## config.mk

```make
export PLATFORM = sky130hd
export DESIGN_NAME = cnsd_top
export DESIGN_NICKNAME = d
export VERILOG_FILES = /design/src/rtl/cnsd_pkg.sv /design/src/rtl/cnsd_sw_if.sv /design/src/rtl/cnsd_sync.sv /design/src/rtl/cnsd_top.sv
export SDC_FILE = /design/constraint.sdc
export NUM_CORES = 1
export LEC_CHECK = 0
export BUFFER_PORTS_ARGS = -buffer_cell sky130_fd_sc_hd__buf_2
export CORE_MARGIN = 5
export CORE_UTILIZATION = 50
export DETAILED_ROUTE_END_ITERATION = 10
export HOLD_SLACK_MARGIN = 0.12
export PLACE_DENSITY = 0.77
export SETUP_SLACK_MARGIN = 0.15
export SYNTH_ARGS = -nofsm -noshare
export SYNTH_HDL_FRONTEND = slang
export SYNTH_SLANG_ARGS = --single-unit
```

## constraint.sdc

```tcl
create_clock -name ref_clk -period 3.6 [get_ports ref_clk]
set_input_delay 0.18 -clock ref_clk [delete_from_list [all_inputs] [get_ports ref_clk]]
set_output_delay 0.18 -clock ref_clk [all_outputs]
set_load 0.02 [all_outputs]
```

## src/rtl/cnsd_pkg.sv

```systemverilog
// constants for the node switch decoder
// =====================================================
// What this block does
// - address switches form 3-bit address, bit0 lowest
// - all-zero code selects software address, default 1
// - baud switch zero: software rate; one: 500k
// - single axis: termination switch one connects 120 ohm
// - dual axis: switches four-six give axis two address
// - dual axis: baud choice from switch seven
// - dual axis: switch eight zero open, one terminated
package cnsd_pkg;
    // =====================================================
    // switch vector layout
    localparam int SW_W          = 8;
    localparam int SW_A1_LSB     = 0;  // addr_sw_bit0..2
    localparam int SW_A2_LSB     = 3;  // switch_four..six
    localparam int SW_S_BAUD     = 3;  // single: switch_four
    localparam int SW_S_TERM     = 4;  // single: switch_five
    localparam int SW_D_BAUD     = 6;  // dual_baud_select
    localparam int SW_D_TERM     = 7;  // dual_term_select
    // =====================================================
    // timing
    localparam int CLK_PERIOD_NS = 50;
    localparam int SETTLE_NS     = 10000;
    localparam int SETTLE_CYC    = (SETTLE_NS + CLK_PERIOD_NS - 1) / CLK_PERIOD_NS;
    // =====================================================
    // register map and fields
    localparam logic [7:0]  CFG_OFS      = 8'h00;
    localparam logic [7:0]  STAT_OFS     = 8'h04;
    localparam int          F_A1_LSB     = 0;
    localparam int          F_A2_LSB     = 4;
    localparam int          F_RATE_LSB   = 8;
    localparam int          F_TERM_BIT   = 12;
    localparam int          F_VALID_BIT  = 16;
    localparam int          F_SW_LSB     = 24;
    localparam logic [2:0]  ADDR_DEF     = 3'h1;
    localparam logic [2:0]  ADDR_NONE    = 3'h0;
    localparam logic [1:0]  RATE_1M      = 2'h0;
    localparam logic [1:0]  RATE_500K    = 2'h1;
    localparam logic [1:0]  RESP_OKAY    = 2'h0;
    localparam logic [1:0]  RESP_SLVERR  = 2'h2;
    localparam logic [31:0] CFG_RST      = 32'h0000_0011;
    // settle states
    typedef enum logic [0:0] {ST_SETTLE, ST_LOCKED} cnsd_state_t;
endpackage

```

## src/rtl/cnsd_sw_if.sv

```systemverilog
// carrier for the filtered switch vector
`timescale 1ns/1ps
interface cnsd_sw_if;
    logic [cnsd_pkg::SW_W-1:0] sw;  // filtered switch levels
    modport src (output sw);
    modport dst (input sw);
endinterface

```

## src/rtl/cnsd_sync.sv

```systemverilog
// three-flop switch synchroniser with agreement filter
`timescale 1ns/1ps
module cnsd_sync import cnsd_pkg::*; (
    // clock and reset
    input wire logic            ref_clk,
    input wire logic            rst,
    // raw switch pins
    input wire logic [SW_W-1:0] raw,
    // filtered output
    cnsd_sw_if.src              out
);
    logic [SW_W-1:0] s1;
    logic [SW_W-1:0] s2;
    logic [SW_W-1:0] s3;
    logic [SW_W-1:0] q;

    assign out.sw = q;

    // one chain per switch; a level counts once stages two and three agree
    genvar i;
    for (i = 0; i < SW_W; i++) begin : g_bit
        always_ff @(posedge ref_clk or posedge rst) begin
            if (rst) begin
                s1[i] <= 1'b0;
                s2[i] <= 1'b0;
                s3[i] <= 1'b0;
                q[i]  <= 1'b0;
            end else begin
                s1[i] <= raw[i];
                s2[i] <= s1[i];
                s3[i] <= s2[i];
                if (s2[i] == s3[i]) begin
                    q[i] <= s3[i];
                end
            end
        end
    end
endmodule

```

## src/rtl/cnsd_top.sv

```systemverilog
// switch bank decoder for CAN node settings with AXI4-Lite registers
`timescale 1ns/1ps
module cnsd_top import cnsd_pkg::*; #(
    parameter bit DUAL_AXIS = 1'b0
) (
    // clock and reset
    input  wire logic        ref_clk,
    input  wire logic        rst,
    // switch pins
    input  wire logic        addr_sw_bit0,
    input  wire logic        addr_sw_bit1,
    input  wire logic        addr_sw_bit2,
    input  wire logic        switch_four,
    input  wire logic        switch_five,
    input  wire logic        switch_six,
    input  wire logic        dual_baud_select,
    input  wire logic        dual_term_select,
    // decoded settings to the protocol logic
    output logic [2:0]       node_addr_a1,
    output logic [2:0]       node_addr_a2,
    output logic [1:0]       bit_rate,
    output logic             term_en,
    output logic             cfg_valid,
    // axi4-lite write
    input  wire logic [7:0]  s_axi_awaddr,
    input  wire logic        s_axi_awvalid,
    output logic             s_axi_awready,
    input  wire logic [31:0] s_axi_wdata,
    input  wire logic [3:0]  s_axi_wstrb,
    input  wire logic        s_axi_wvalid,
    output logic             s_axi_wready,
    output logic [1:0]       s_axi_bresp,
    output logic             s_axi_bvalid,
    input  wire logic        s_axi_bready,
    // axi4-lite read
    input  wire logic [7:0]  s_axi_araddr,
    input  wire logic        s_axi_arvalid,
    output logic             s_axi_arready,
    output logic [31:0]      s_axi_rdata,
    output logic [1:0]       s_axi_rresp,
    output logic             s_axi_rvalid,
    input  wire logic        s_axi_rready
);
    cnsd_sw_if   swi ();
    cnsd_state_t state;
    logic [SW_W-1:0] sw_prev;
    logic [SW_W-1:0] sw_lat;
    logic [7:0]      cnt;
    logic [2:0]      cfg_a1;
    logic [2:0]      cfg_a2;
    logic [1:0]      cfg_rate;
    logic            aw_held;
    logic            w_held;
    logic [7:0]      awaddr_q;
    logic [31:0]     wdata_q;
    logic [3:0]      wstrb_q;
    logic            aw_take;
    logic            w_take;
    logic            ar_take;
    logic            wr_fire;
    logic            next_aw_held;
    logic            next_w_held;
    logic            next_bvalid;
    logic            next_rvalid;
    logic [2:0]      sw_a1;
    logic [2:0]      sw_a2;
    logic            sw_baud;
    logic            sw_term;

    // =====================================================
    // switch synchronisation
    cnsd_sync u_sync (
        .ref_clk (ref_clk),
        .rst     (rst),
        .raw     ({dual_term_select, dual_baud_select, switch_six, switch_five,
                   switch_four, addr_sw_bit2, addr_sw_bit1, addr_sw_bit0}),
        .out     (swi.src)
    );

    // =====================================================
    // settle and lock
    // lock after a quiet period
    always_ff @(posedge ref_clk or posedge rst) begin
        if (rst) begin
            state   <= ST_SETTLE;
            cnt     <= 8'h00;
            sw_prev <= 8'h00;
            sw_lat  <= 8'h00;
        end else begin
            sw_prev <= swi.sw;
            case (state)
                ST_SETTLE: begin
                    if (swi.sw != sw_prev) begin
                        cnt <= 8'h00;  // restart on any bounce
                    end else if (cnt == 8'(SETTLE_CYC - 1)) begin
                        sw_lat <= swi.sw;
                        state  <= ST_LOCKED;
                    end else begin
                        cnt <= cnt + 8'h01;
                    end
                end
                ST_LOCKED: state <= ST_LOCKED;  // held until reset
                default:   state <= ST_SETTLE;
            endcase
        end
    end

    // =====================================================
    // decode of the latched bank
    // lowest switch is bit zero
    assign sw_a1 = sw_lat[SW_A1_LSB +: 3];
    // axis two from switches four to six
    assign sw_a2 = sw_lat[SW_A2_LSB +: 3];
    // baud bit moves with the variant
    assign sw_baud = DUAL_AXIS ? sw_lat[SW_D_BAUD] : sw_lat[SW_S_BAUD];
    // termination bit moves with the variant
    assign sw_term = DUAL_AXIS ? sw_lat[SW_D_TERM] : sw_lat[SW_S_TERM];

    // settings presented to protocol logic once locked
    always_ff @(posedge ref_clk or posedge rst) begin
        if (rst) begin
            node_addr_a1 <= ADDR_DEF;
            node_addr_a2 <= ADDR_NONE;
            bit_rate     <= RATE_1M;
            term_en      <= 1'b0;
            cfg_valid    <= 1'b0;
        end else begin
            cfg_valid <= (state == ST_LOCKED);
            if (state == ST_LOCKED) begin
                // zero code falls back to software
                node_addr_a1 <= (sw_a1 == 3'h0) ? cfg_a1 : sw_a1;
                if (DUAL_AXIS) begin
                    node_addr_a2 <= (sw_a2 == 3'h0) ? cfg_a2 : sw_a2;
                end else begin
                    node_addr_a2 <= ADDR_NONE;
                end
                bit_rate <= sw_baud ? RATE_500K : cfg_rate;
                // one connects the 120 ohm load
                term_en  <= sw_term;
            end
        end
    end

    // =====================================================
    // axi4-lite write channel
    assign aw_take      = s_axi_awvalid && s_axi_awready;
    assign w_take       = s_axi_wvalid && s_axi_wready;
    assign wr_fire      = aw_held && w_held && !s_axi_bvalid;
    assign next_aw_held = (aw_held || aw_take) && !wr_fire;
    assign next_w_held  = (w_held || w_take) && !wr_fire;
    assign next_bvalid  = wr_fire || (s_axi_bvalid && !s_axi_bready);

    // address and data are taken in either order, answered together
    always_ff @(posedge ref_clk or posedge rst) begin
        if (rst) begin
            aw_held       <= 1'b0;
            w_held        <= 1'b0;
            awaddr_q      <= 8'h00;
            wdata_q       <= 32'h0000_0000;
            wstrb_q       <= 4'h0;
            s_axi_awready <= 1'b0;
            s_axi_wready  <= 1'b0;
            s_axi_bvalid  <= 1'b0;
            s_axi_bresp   <= RESP_OKAY;
        end else begin
            aw_held       <= next_aw_held;
            w_held        <= next_w_held;
            s_axi_awready <= !next_aw_held && !next_bvalid;
            s_axi_wready  <= !next_w_held && !next_bvalid;
            s_axi_bvalid  <= next_bvalid;
            if (aw_take) begin
                awaddr_q <= s_axi_awaddr;
            end
            if (w_take) begin
                wdata_q <= s_axi_wdata;
                wstrb_q <= s_axi_wstrb;
            end
            if (wr_fire) begin
                s_axi_bresp <= (awaddr_q[7:2] == CFG_OFS[7:2] ||
                                awaddr_q[7:2] == STAT_OFS[7:2]) ? RESP_OKAY : RESP_SLVERR;
            end
        end
    end

    // software fallback values, byte-lane gated
    always_ff @(posedge ref_clk or posedge rst) begin
        if (rst) begin
            cfg_a1   <= CFG_RST[F_A1_LSB +: 3];
            cfg_a2   <= CFG_RST[F_A2_LSB +: 3];
            cfg_rate <= CFG_RST[F_RATE_LSB +: 2];
        end else if (wr_fire && awaddr_q[7:2] == CFG_OFS[7:2]) begin
            if (wstrb_q[0]) begin
                cfg_a1 <= wdata_q[F_A1_LSB +: 3];
                cfg_a2 <= wdata_q[F_A2_LSB +: 3];
            end
            if (wstrb_q[1]) begin
                cfg_rate <= wdata_q[F_RATE_LSB +: 2];
            end
        end
    end

    // =====================================================
    // axi4-lite read channel
    assign ar_take     = s_axi_arvalid && s_axi_arready;
    assign next_rvalid = ar_take || (s_axi_rvalid && !s_axi_rready);

    // one-cycle read answer; status shows the locked decode and the latched bank
    always_ff @(posedge ref_clk or posedge rst) begin
        if (rst) begin
            s_axi_arready <= 1'b0;
            s_axi_rvalid  <= 1'b0;
            s_axi_rdata   <= 32'h0000_0000;
            s_axi_rresp   <= RESP_OKAY;
        end else begin
            s_axi_arready <= !next_rvalid;
            s_axi_rvalid  <= next_rvalid;
            if (ar_take) begin
                s_axi_rresp <= RESP_OKAY;
                s_axi_rdata <= 32'h0000_0000;
                if (s_axi_araddr[7:2] == CFG_OFS[7:2]) begin
                    s_axi_rdata[F_A1_LSB +: 3]   <= cfg_a1;
                    s_axi_rdata[F_A2_LSB +: 3]   <= cfg_a2;
                    s_axi_rdata[F_RATE_LSB +: 2] <= cfg_rate;
                end else if (s_axi_araddr[7:2] == STAT_OFS[7:2]) begin
                    s_axi_rdata[F_A1_LSB +: 3]   <= node_addr_a1;
                    s_axi_rdata[F_A2_LSB +: 3]   <= node_addr_a2;
                    s_axi_rdata[F_RATE_LSB +: 2] <= bit_rate;
                    s_axi_rdata[F_TERM_BIT]      <= term_en;
                    s_axi_rdata[F_VALID_BIT]     <= cfg_valid;
                    s_axi_rdata[F_SW_LSB +: 8]   <= sw_lat;
                end else begin
                    s_axi_rresp <= RESP_SLVERR;
                end
            end
        end
    end
endmodule

```

==> metrics.txt, run 1 <==
status=finished clean; Tcrit/Tclk final=62.6%; Reg power frac=between 40% and 50%; Yosys top cell area share=about 65%; CTS max path bufs=2; clk slew on worst S/H paths=approximately 0.060 ns; initial antenna violation count=0; fill cell count=639; effective utilization at floorplan=50.4%; Layout area overhead=30.2%; diodes inserted=0; Synth warnings=0; Pwr per Cell Area=around 650 mW/mm^2; DRC=0; CTS tree=done; DP HPWL=5.01 mm; vias=2710; Initial DRT Pass Iterations=4; peak supply drop=a little over 0.3 mV; # clock sinks=115; CP Capture Type=flip-flop; Synth Flop Type=dfrtp_1; combinational group share of total power=11.8%; unrepaired setup endpoints after global routing=no; multi-input logic area=0.00133 mm^2; gr ovfl total=0; first-pass GRT wire length=12.7 mm; final number of setup-violating endpoints=0; Post-synth ARST share=100%; delay-heaviest family, CP=simple AND/OR/NAND/NOR gates; Row Count=34; WP buf/inv=0; I/O Buffers=68; Worst Path Arrival=2.64 ns; worst-margin pin slew=a little under 0.9 ns; largest net degree at the start of global routing=76; synth cell count leaders=dfrtp_1 (112), mux2_2 (27), nand2_1 (24), nor2_1 (22), buf_4 (19); worst skew pair latency=0.51 ns; CP required=3.99 ns; Slowest-stage cell, CP=or3_1; final hold violations=0; delay of the slowest critical-path stage=0.57 ns; syn avg cell area=13.9 um^2; cts repair resizes=0; Die ar.=0.0106 mm^2; final slew viol count=0; Die Wd=103 um; clock root buffer=clkbuf_8; vias in the first global route=2647; cell area after synthesis=0.00433 mm^2; class of the worst hold path=input pin to flip-flop; most frequent cell after synthesis=dfrtp_1; Slew HR=40.5%; critical path class=flip-flop to flip-flop; FMAX=between 400 and 500 MHz; Iter 0 DRT Violations=87; final core utilization=65.6%; post-CTS setup buffers=0; H-tree levels=4; Seq/Total Area, Yosys=66.5%; Netlist cell types=38; P_sw=0.861 mW; Clock Skews=0.0102 ns; layout cells sized above 1=32.3%; design area=0.00564 mm^2; largest fanout on the critical path=8; clock power share=44.2%; fin crit period=~2.3 ns; number of max-cap violations=0; GP Congestion=between 0.7 and 0.8; Ports=118; DIE HEIGHT=roughly 100 um; final net count=~500; Vias per Instance=just under 5; register area=between 0.002 and 0.003 mm^2; core footprint=around 0.0086 mm^2; Hold Buf Count CTS=34; final setup TNS=0 ns; crit-path cells=ha_1 -> nand4_1 -> or4_1 -> or3_1 -> mux2_4; GR Util All Layers=between 10% and 20%; final WL=~8 mm; switching portion of total power=23.6%; worst hold slack=0.159 ns; Syn Inst Count=312; WL/cell=14.3 um; Post-DP Area=0.00472 mm^2; post-route ant nets=0; number of synthesized register bits=115; CP Launch Type=flip-flop; Num CTS Buffers=17; Post-synth EDFFs=0; Pleak=2.76 nW; ranking of synthesized cells by area=dfrtp_1 (65%), mux2_2 (7.0%), buf_4 (3.3%); Pint=approximately 2.8 mW; area leader, netlist=dfrtp_1
==> metrics by stage <==
step,cells,power (mW),setup slack [ns]
after floorplan,330,1.92,0.381
after global placement,483,2.00,1.40
after detailed placement,483,2.03,1.33
after CTS,547,3.70,1.30
after global routing,547,3.82,1.24
final,547,3.66,1.35
==> power groups by stage <==
stage	logic [mW]	registers, mW	clock network [mW]
detailed placement	0.398	1.63	0
global route	0.478	1.63	1.71
floorplan	0.291	1.63	0
global placement	0.379	1.62	0
finish	0.433	1.61	1.61
CTS	0.435	1.61	1.65
==> cell families after synthesis <==
group	synth area share, %
AO/OA/AOI/OAI	6.90
flip-flops	66.5
AND/OR/NAND/NOR	7.22
XOR/XNOR	1.62
other	0.0866
adder cells (fa/ha/maj)	2.14
buffers and inverters	4.33
multiplexers	11.2
==> layer usage <==
layer | track usage, % | wire, um | share of wire, % | up-vias
li1 | - | - | - | 1294
met1 | 20.3 | 3330 | 43 | 1325
met2 | 24.3 | 3840 | 49 | 78
met3 | 5.48 | 525 | 6.7 | 13
met4 | 7.77 | 108 | 1.4 | 0
met5 | 0 | 0 | 0 | -
==> cells in the final DEF, fill, tap and decap left out, types with 3 or more instances in the layout <==
cell	instances
mux2_2	27
clkbuf_16	16
nand2_1	24
clkinv_2	4
o31ai_1	5
buf_2	68
conb_1	19
nand3_1	3
inv_1	3
dlygate4sd3_1	34
o21ai_0	6
or4_1	3
clkbuf_8	3
dfrtp_1	112
mux2_4	8
dfstp_2	3
a22o_1	12
a21oi_1	11
maj3_1	8
nor2_1	22
mux2i_1	6
xor2_1	8
nor2b_1	4
bufinv_16	3
==> final timing paths <==
path	start	slack (ns)	to	depth (start not counted)
max in group asynchronous	rst	2.31	cfg_a2[0]$_DFFE_PP1P_	4
worst min register to register	u_sync.s1[3]$_DFF_PP0_	0.35	u_sync.s2[3]$_DFF_PP0_	0
worst min-delay path	s_axi_araddr[5]	0.16	s_axi_rdata[1]$_DFFE_PP0P_	4
min in group asynchronous	rst	0.42	u_sync.s1[3]$_DFF_PP0_	3
worst max register to register	cnt[0]$_DFFE_PP0P_	1.35	sw_lat[7]$_DFFE_PP0P_	5
worst max-delay path	cnt[0]$_DFFE_PP0P_	1.35	sw_lat[7]$_DFFE_PP0P_	5
==> sequential cells by signal, summed over array words and instances, names as in the netlist, 2 cells and up <==
name           cells
sw_prev            8
u_sync.out.sw      8
u_sync.s2          8
wstrb_q            2
s_axi_rdata       18
cfg_a2             3
cfg_a1             3
cfg_rate           2
sw_lat             8
awaddr_q           6
wdata_q            8
cnt                8
u_sync.s3          8
u_sync.s1          8
bit_rate           2
node_addr_a1       3
==> layout make-up <==
type,instances,area share [%]
sequential,115,51.1
clock buffer,20,7.90
timing repair buffer,104,12.3
inverter,4,0.311
multi-input combinational,186,23.6
clock inverter,10,2.37
tap,108,2.40
==> worst register-to-register path: stages (launching register included) <==
cell and delay [ns]:
dfrtp_1 0.37, ha_1 0.23, nand4_1 0.09, or4_1 0.48, or3_1 0.57, mux2_4 0.38
(Power assumes the default switching activity.)
==> run 2: changes to the inputs <==
ABC_AREA = 1   (was not set)
CORE_UTILIZATION = 48   (was 50)
PLACE_DENSITY = 0.76   (was 0.77)
clock period = 1.95 ns   (was 3.6 ns; I/O delays follow)
==> run 2 against run 1 <==
Compared with the run above:
- critical path depth increased by 4
- sequential share of layout area decreased by 5.0 points
- sequential power increased by 83%
- non-clock buffer count increased by 27
- clock skew increased by 0.0063 ns
- synthesized area increased by 7.1%
- via count increased by 34%
- cell count increased by 41%
- setup slack got worse by 1.1 ns
- hold slack improved by 0.042 ns
- combinational power increased by 150%
- highest routed layer unchanged
==> metrics.txt, run 2 <==
Initial DRT Pass Iterations=4 (unchanged); syn avg cell area=9.47 um^2 (-32%); crit-path cells=dlygate4sd3_1 -> buf_2 -> nor2_1 -> nand2_1 -> nor3_4 -> buf_4 -> nand3_1 -> dlygate4sd3_1 -> nand2_1; Num CTS Buffers=17 (unchanged); Yosys top cell area share=60.4% (-4.3 points); Ports=118 (unchanged); WP buf/inv=4 (+4); Pwr per Cell Area=1130 mW/mm^2 (+74%); Reg power frac=41.7% (-2.3 points); first-pass GRT wire length=16.2 mm (+28%); Pleak=3.24 nW (+17%); CP required=2.39 ns (-1.60 ns); non-filler cells, final=772 (+41%); multi-input logic area=0.00144 mm^2 (+7.9%); clock root buffer=clkbuf_8; final number of setup-violating endpoints=0 (unchanged); gr ovfl total=0 (unchanged); Critical Path End=s_axi_rdata[16]$_DFFE_PP0P_; placed cells=684 (+42%); DIE HEIGHT=108 um (+5.1%); CTS max path bufs=2 (unchanged); number of max-cap violations=0 (unchanged); DP HPWL=6.16 mm (+23%); final hold violations=0 (unchanged); Iter 0 DRT Violations=139 (+60%); largest fanout on the critical path=8 (unchanged); peak supply drop=0.754 mV (+140%); Syn Inst Count=490 (+57%); CP Capture Type=flip-flop; Clock Skews=0.0165 ns (+0.00633 ns); core footprint=0.00933 mm^2 (+8.5%); critical path launch point=s_axi_araddr[7]; GR Util All Layers=17.6% (+1.7 points); delay-heaviest family, CP=buffers and inverters; Die Wd=108 um (+5.1%); area leader, netlist=dfrtp_1; H-tree levels=4 (unchanged); combinational group share of total power=15.4% (+3.6 points); Slowest-stage cell, CP=dlygate4sd3_1; effective utilization at floorplan=49.8% (-0.66 points); Post-synth ARST share=100% (unchanged); Slew HR=58.1% (+18 points); synth cell count leaders=nand2_1 (172), dfrtp_1 (112), inv_1 (55), nor2_1 (23); GRT met3 Usage=5.55% (+0.072 points); final slew viol count=0 (unchanged); vias=3634 (+34%); FMAX=around 600 MHz; vias in the first global route=3622 (+37%); Tcrit/Tclk final=85.5%; diodes inserted=0 (unchanged); Layout area overhead=34.7%; M1 GR Usage=21.3% (+1.1 points); worst skew pair latency=0.51 ns (about the same); unrepaired setup endpoints after global routing=no; Die ar.=0.0117 mm^2 (+10%); Row Count=35 (+2.9%); Worst Path Arrival=2.11 ns (-0.53 ns); final setup TNS=0 ns (unchanged); fin crit period=1.67 ns; commonest non-fill, non-tap cell in the layout=nand2_1; Pint=5.26 mW (+88%); largest net degree at the start of global routing=51 (-33%); DRC=0 (unchanged); # clock sinks=115 (unchanged); most frequent cells in the layout=nand2_1 (171), dfrtp_1 (112), buf_2 (68); clk slew on worst S/H paths=0.06 ns (about the same); Vias per Instance=4.71 (-5.0%); post-route ant nets=0 (unchanged); GP Congestion=0.808 (+8.8%); P_sw=1.79 mW (+110%); worst flop-to-flop path startpoint=s_axi_wready$_DFF_PP0_; number of synthesized register bits=115 (unchanged); final WL=9.39 mm (+20%); GRT busiest layer=met2; Synth warnings=0 (unchanged); flop-to-flop setup slack=0.29 ns (-1.06 ns); I/O Buffers=68 (unchanged); switching portion of total power=25.3% (+1.8 points); CP Launch Type=input pin; final net count=699 (+41%); most frequent cell after synthesis=nand2_1; critical path depth in cells=9 (+4); ranking of synthesized cells by area=dfrtp_1 (60%), nand2_1 (14%), inv_1 (4.4%); max reg flops=18 (unchanged); layout cells sized above 1=19.3% (-13 points); clock power share=43.0% (-1.2 points); register area=0.00288 mm^2 (unchanged); Synth Flop Type=dfrtp_1; class of the worst hold path=input pin to flip-flop; CTS tree=done; Worst Reg-to-Reg Cells=5 (unchanged); RR Endpoint=wstrb_q[1]$_DFFE_PP0P_; met2 usage in global routing=30.1% (+5.7 points); status=finished clean; critical path class=input pin to flip-flop; Seq/Total Area, Yosys=62.1% (-4.4 points); WL/cell=12.2 um (-15%); fill cell count=687 (+7.5%); initial antenna violation count=0 (unchanged); worst-margin pin slew=0.627 ns (-0.265 ns); Largest Register=s_axi_rdata; delay of the slowest critical-path stage=0.56 ns (about the same); cell area after synthesis=0.00464 mm^2 (+7.1%); Post-synth EDFFs=0 (unchanged); Netlist cell types=29 (-24%)
-- run 2: worst register-to-register path, stage by stage (launching register included) --
cell	delay [ns]
dfrtp_1	0.39
nand2_2	0.21
clkinvlp_2	0.26
nand2_1	0.11
nand2_1	0.05
dlygate4sd3_1	0.54
-- run 2: area by class of cell --
type | instances | share of cell area, %
inverter | 55 | 3.42
multi-input combinational | 310 | 23.0
sequential | 115 | 46.1
timing repair buffer | 131 | 15.4
tap | 129 | 2.58
clock inverter | 9 | 2.06
clock buffer | 22 | 7.41
timing repair inverter | 1 | 0.0801
-- run 2: cells by family (layout without fill, tap and decap cells) --
family	count (synthesis)	count (layout)	synth area share, %
xor+xnor	2	2	0.378
fa+ha+maj	9	9	2.00
buf+inv	83	218	8.60
flops	115	115	62.1
mux	1	1	0.243
compound gates	34	34	3.77
other cells	1	19	0.0808
simple gates	245	245	22.8
-- run 2: power by group through the flow --
stage / Combinational, mW / Sequential, mW / Clock (mW)
after floorplan: 0.546 / 2.97 / 0
after global placement: 0.746 / 2.95 / 0
after detailed placement: 0.778 / 2.97 / 0
after CTS: 1.05 / 2.93 / 3.08
after global routing: 1.23 / 2.98 / 3.22
final: 1.08 / 2.94 / 3.03
-- run 2: layer usage --
layer | vias to the layer above | part of all wire, %
met5 | - | 0
met4 | 0 | 1.5
met3 | 13 | 6.0
met2 | 105 | 49
met1 | 1728 | 43
li1 | 1788 | -
-- run 2: worst min path at each step --
stage | from | to | slack, ns | depth (start not counted)
6_report | s_axi_wvalid | wdata_q[4]$_DFFE_PP0P_ | 0.20 | 5
4_1_cts | s_axi_awvalid | aw_held$_DFF_PP0_ | 0.19 | 5
5_1_grt | switch_four | u_sync.s1[3]$_DFF_PP0_ | 0.21 | 2
3_5_place_dp | rst | u_sync.s1[0]$_DFF_PP0_ | 0.21 | 2
3_3_place_gp | rst | awaddr_q[6]$_DFFE_PP0P_ | 0.21 | 2
2_1_floorplan | addr_sw_bit0 | u_sync.s1[0]$_DFF_PP0_ | 0.13 | 0
-- run 2: through the flow --
step	instance area (um^2)	total power [mW]	utilization [%]	hold WS [ns]	worst slack [ns]
floorplan	4710	3.52	-	0.129	0.456
global placement	5090	3.69	54.5	0.206	0.398
detailed placement	5090	3.74	54.5	0.207	0.359
CTS	6220	7.07	66.7	0.190	0.233
global route	6250	7.43	67.0	0.207	0.183
finish	6250	7.05	67.0	0.201	0.282
-- run 2: what timing repair did --
item                                   CTS  global route
resized for setup                        0             3
setup endpoints to repair                0            16
hold buffers                            54             0
endpoints found under the hold margin   69             0
setup buffers                            0             2
==> run 3: changes to the inputs <==
CORE_ASPECT_RATIO = 1.75   (was not set)
CORE_UTILIZATION = 35   (was 48)
PLACE_DENSITY = 0.59   (was 0.76)
==> run 3 against run 2 <==
Compared with the run above:
- cell count up 2.6%
- first-iteration DRC count shrank 4.3%
- critical path depth stayed put
- clock-buffer cell count unchanged
- wire length shrank 1.0%
- sequential cell count stayed put
- setup slack better by 0.11 ns
- power decreased by 4.4%
- fmax increased by 6.8%
==> metrics.txt, run 3 (synthesis gave the netlist of run 2 again) <==
post-route ant nets=0 (unchanged); core footprint=0.0130 mm^2 (+39%); class of the worst hold path=input pin to flip-flop; status=finished clean; PnR worst setup slack=0.389 ns (+0.107 ns); CP Launch Type=flip-flop; M1 GR Usage=12.8% (-8.6 points); Tot Pwr=6.74 mW (-4.4%); CP Capture Type=flip-flop; final core utilization=46.6% (-20 points); Post-DP Area=0.00515 mm^2 (+1.3%); unrepaired setup endpoints after global routing=no; number of max-cap violations=0 (unchanged); Pwr per Cell Area=1110 mW/mm^2 (-1.4%); critical path depth in cells=9 (unchanged); FMAX=641 MHz (+6.8%); GRT met3 Usage=3.52% (-2.0 points); delay of the slowest critical-path stage=0.39 ns (-0.17 ns); vias=3469 (-4.5%); I/O Buffers=68 (unchanged); fin crit period=1.56 ns (-0.107 ns); Clock Skews=0.00982 ns (-0.00667 ns); critical path class=flip-flop to flip-flop; Row Count=55 (+57%); diodes inserted=0 (unchanged); Initial DRT Pass Iterations=4 (unchanged); Tcrit/Tclk final=80.0% (-5.5 points); Pleak=3.15 nW (-2.7%); Vias per Instance=4.38 (-7.0%); first-pass GRT wire length=16.0 mm (-0.81%); crit-path cells=ha_1 -> nand2_1 -> inv_1 -> nand3_1 -> nor2_4 -> nand3_1 -> nand2_2 -> nand2_1 -> nand2_1; most frequent cells in the layout=nand2_1 (172), dfrtp_1 (112), buf_2 (68); layout cells sized above 1=19.0% (-0.28 points); gr ovfl total=0 (unchanged); largest net degree at the start of global routing=36 (-29%); Die Wd=97.0 um (-10%); final setup TNS=0 ns (unchanged); CP required=2.29 ns (-0.10 ns); Worst Reg-to-Reg Cells=9 (+4); Num CTS Buffers=17 (unchanged); Slowest-stage cell, CP=dfrtp_1; Iter 0 DRT Violations=133 (-4.3%); worst hold slack=0.143 ns (-0.0577 ns); initial antenna violation count=0 (unchanged); CTS max path bufs=2 (unchanged); final number of setup-violating endpoints=0 (unchanged); GR Util All Layers=12.6% (-5.0 points); Worst Path Arrival=1.90 ns (-0.21 ns); dpl ws=0.311 ns (-0.0485 ns); final hold violations=0 (unchanged); DP HPWL=6.66 mm (+8.1%); worst skew pair latency=0.40 ns (-0.11 ns); met2 usage in global routing=23.2% (-6.9 points); delay-heaviest family, CP=simple AND/OR/NAND/NOR gates; post-CTS setup buffers=0 (unchanged); effective utilization at floorplan=35.7% (-14 points); CTS tree=done; CP most frequent cell=nand2_1; non-filler cells, final=792 (+2.6%); H-tree levels=4 (unchanged); Layout area overhead=30.6%; DRC=0 (unchanged); Largest Register=s_axi_rdata; vias in the first global route=3591 (-0.86%); GP Congestion=0.772 (-4.4%); WP buf/inv=1 (-3); design area=0.00606 mm^2 (-3.0%); final WL=9.30 mm (-1.0%); GRT busiest layer=met2; max reg flops=18 (unchanged); peak supply drop=0.565 mV (-25%); clk slew on worst S/H paths=0.06 ns (about the same); largest fanout on the critical path=7 (-1); clock root buffer=clkbuf_16; Worst Hold Depth=4 (-1); final net count=676 (-3.3%); # clock sinks=115 (unchanged); WL/cell=11.7 um (-3.5%); final slew viol count=0 (unchanged); DIE HEIGHT=162 um (+50%); placed cells=726 (+6.1%); worst-margin pin slew=0.581 ns (-0.0458 ns); Ports=118 (unchanged); commonest non-fill, non-tap cell in the layout=nand2_1; Slew HR=61.2% (+3.1 points); Die ar.=0.0158 mm^2 (+34%)
==> run 3: cell count changes in the layout (fill, tap and decap cells not counted), sizes merged <==
cell | previous run | this run
dlygate4sd3 | 54 | 34
buf | 77 | 75
clkinv | 4 | 6
clkinvlp | 5 | 3
bufinv | 3 | 2
inv | 53 | 54
==> run 3: power by group <==
group	switching, mW	leakage (nW)	internal (mW)
registers	0.203	1.45	2.72
logic	0.528	1.42	0.379
clock network	1.01	0.274	1.90
total	1.74	3.15	5.00
==> run 3: repair_timing <==
item | in CTS | in global routing
hold buffers | 34 | 0
hold endpoints to repair | 61 | 0
setup endpoints to repair | 0 | 2
resized for setup | 0 | 1
==> run 3: routing by layer <==
metal,wire length (um),vias to the layer above
li1,-,1744
met1,3540,1643
met2,5190,70
met3,396,12
met4,178,0
met5,0,-
==> run 3: layout make-up <==
cell class	count	area (um^2)
Fill cell	1255	6950
Sequential cell	115	2880
Multi-Input combinational cell	310	1430
Timing Repair Buffer	109	758
Clock buffer	22	454
Tap cell	171	214
Inverter	55	210
Clock inverter	10	109
==> run 3: final timing paths <==
path / from / to / slack (ns)
max: cnt[0]$_DFFE_PP0P_ / cnt[0]$_DFFE_PP0P_ / 0.39
min: s_axi_arvalid / s_axi_rresp[1]$_DFFE_PP0P_ / 0.14
max reg2reg: cnt[0]$_DFFE_PP0P_ / cnt[0]$_DFFE_PP0P_ / 0.39
min reg2reg: u_sync.s1[3]$_DFF_PP0_ / u_sync.s2[3]$_DFF_PP0_ / 0.34
max in group asynchronous: rst / term_en$_DFFE_PP0P_ / 0.95
min in group asynchronous: rst / awaddr_q[5]$_DFFE_PP0P_ / 0.31
==> run 3: worst reg2reg max path, delay by kind of cell, from the launching register on <==
kind / cells / cell delay [ns]
flip-flops: 1 / 0.39
buffers and inverters: 1 / 0.09
adder cells (fa/ha/maj): 1 / 0.19
AND/OR/NAND/NOR: 7 / 0.83
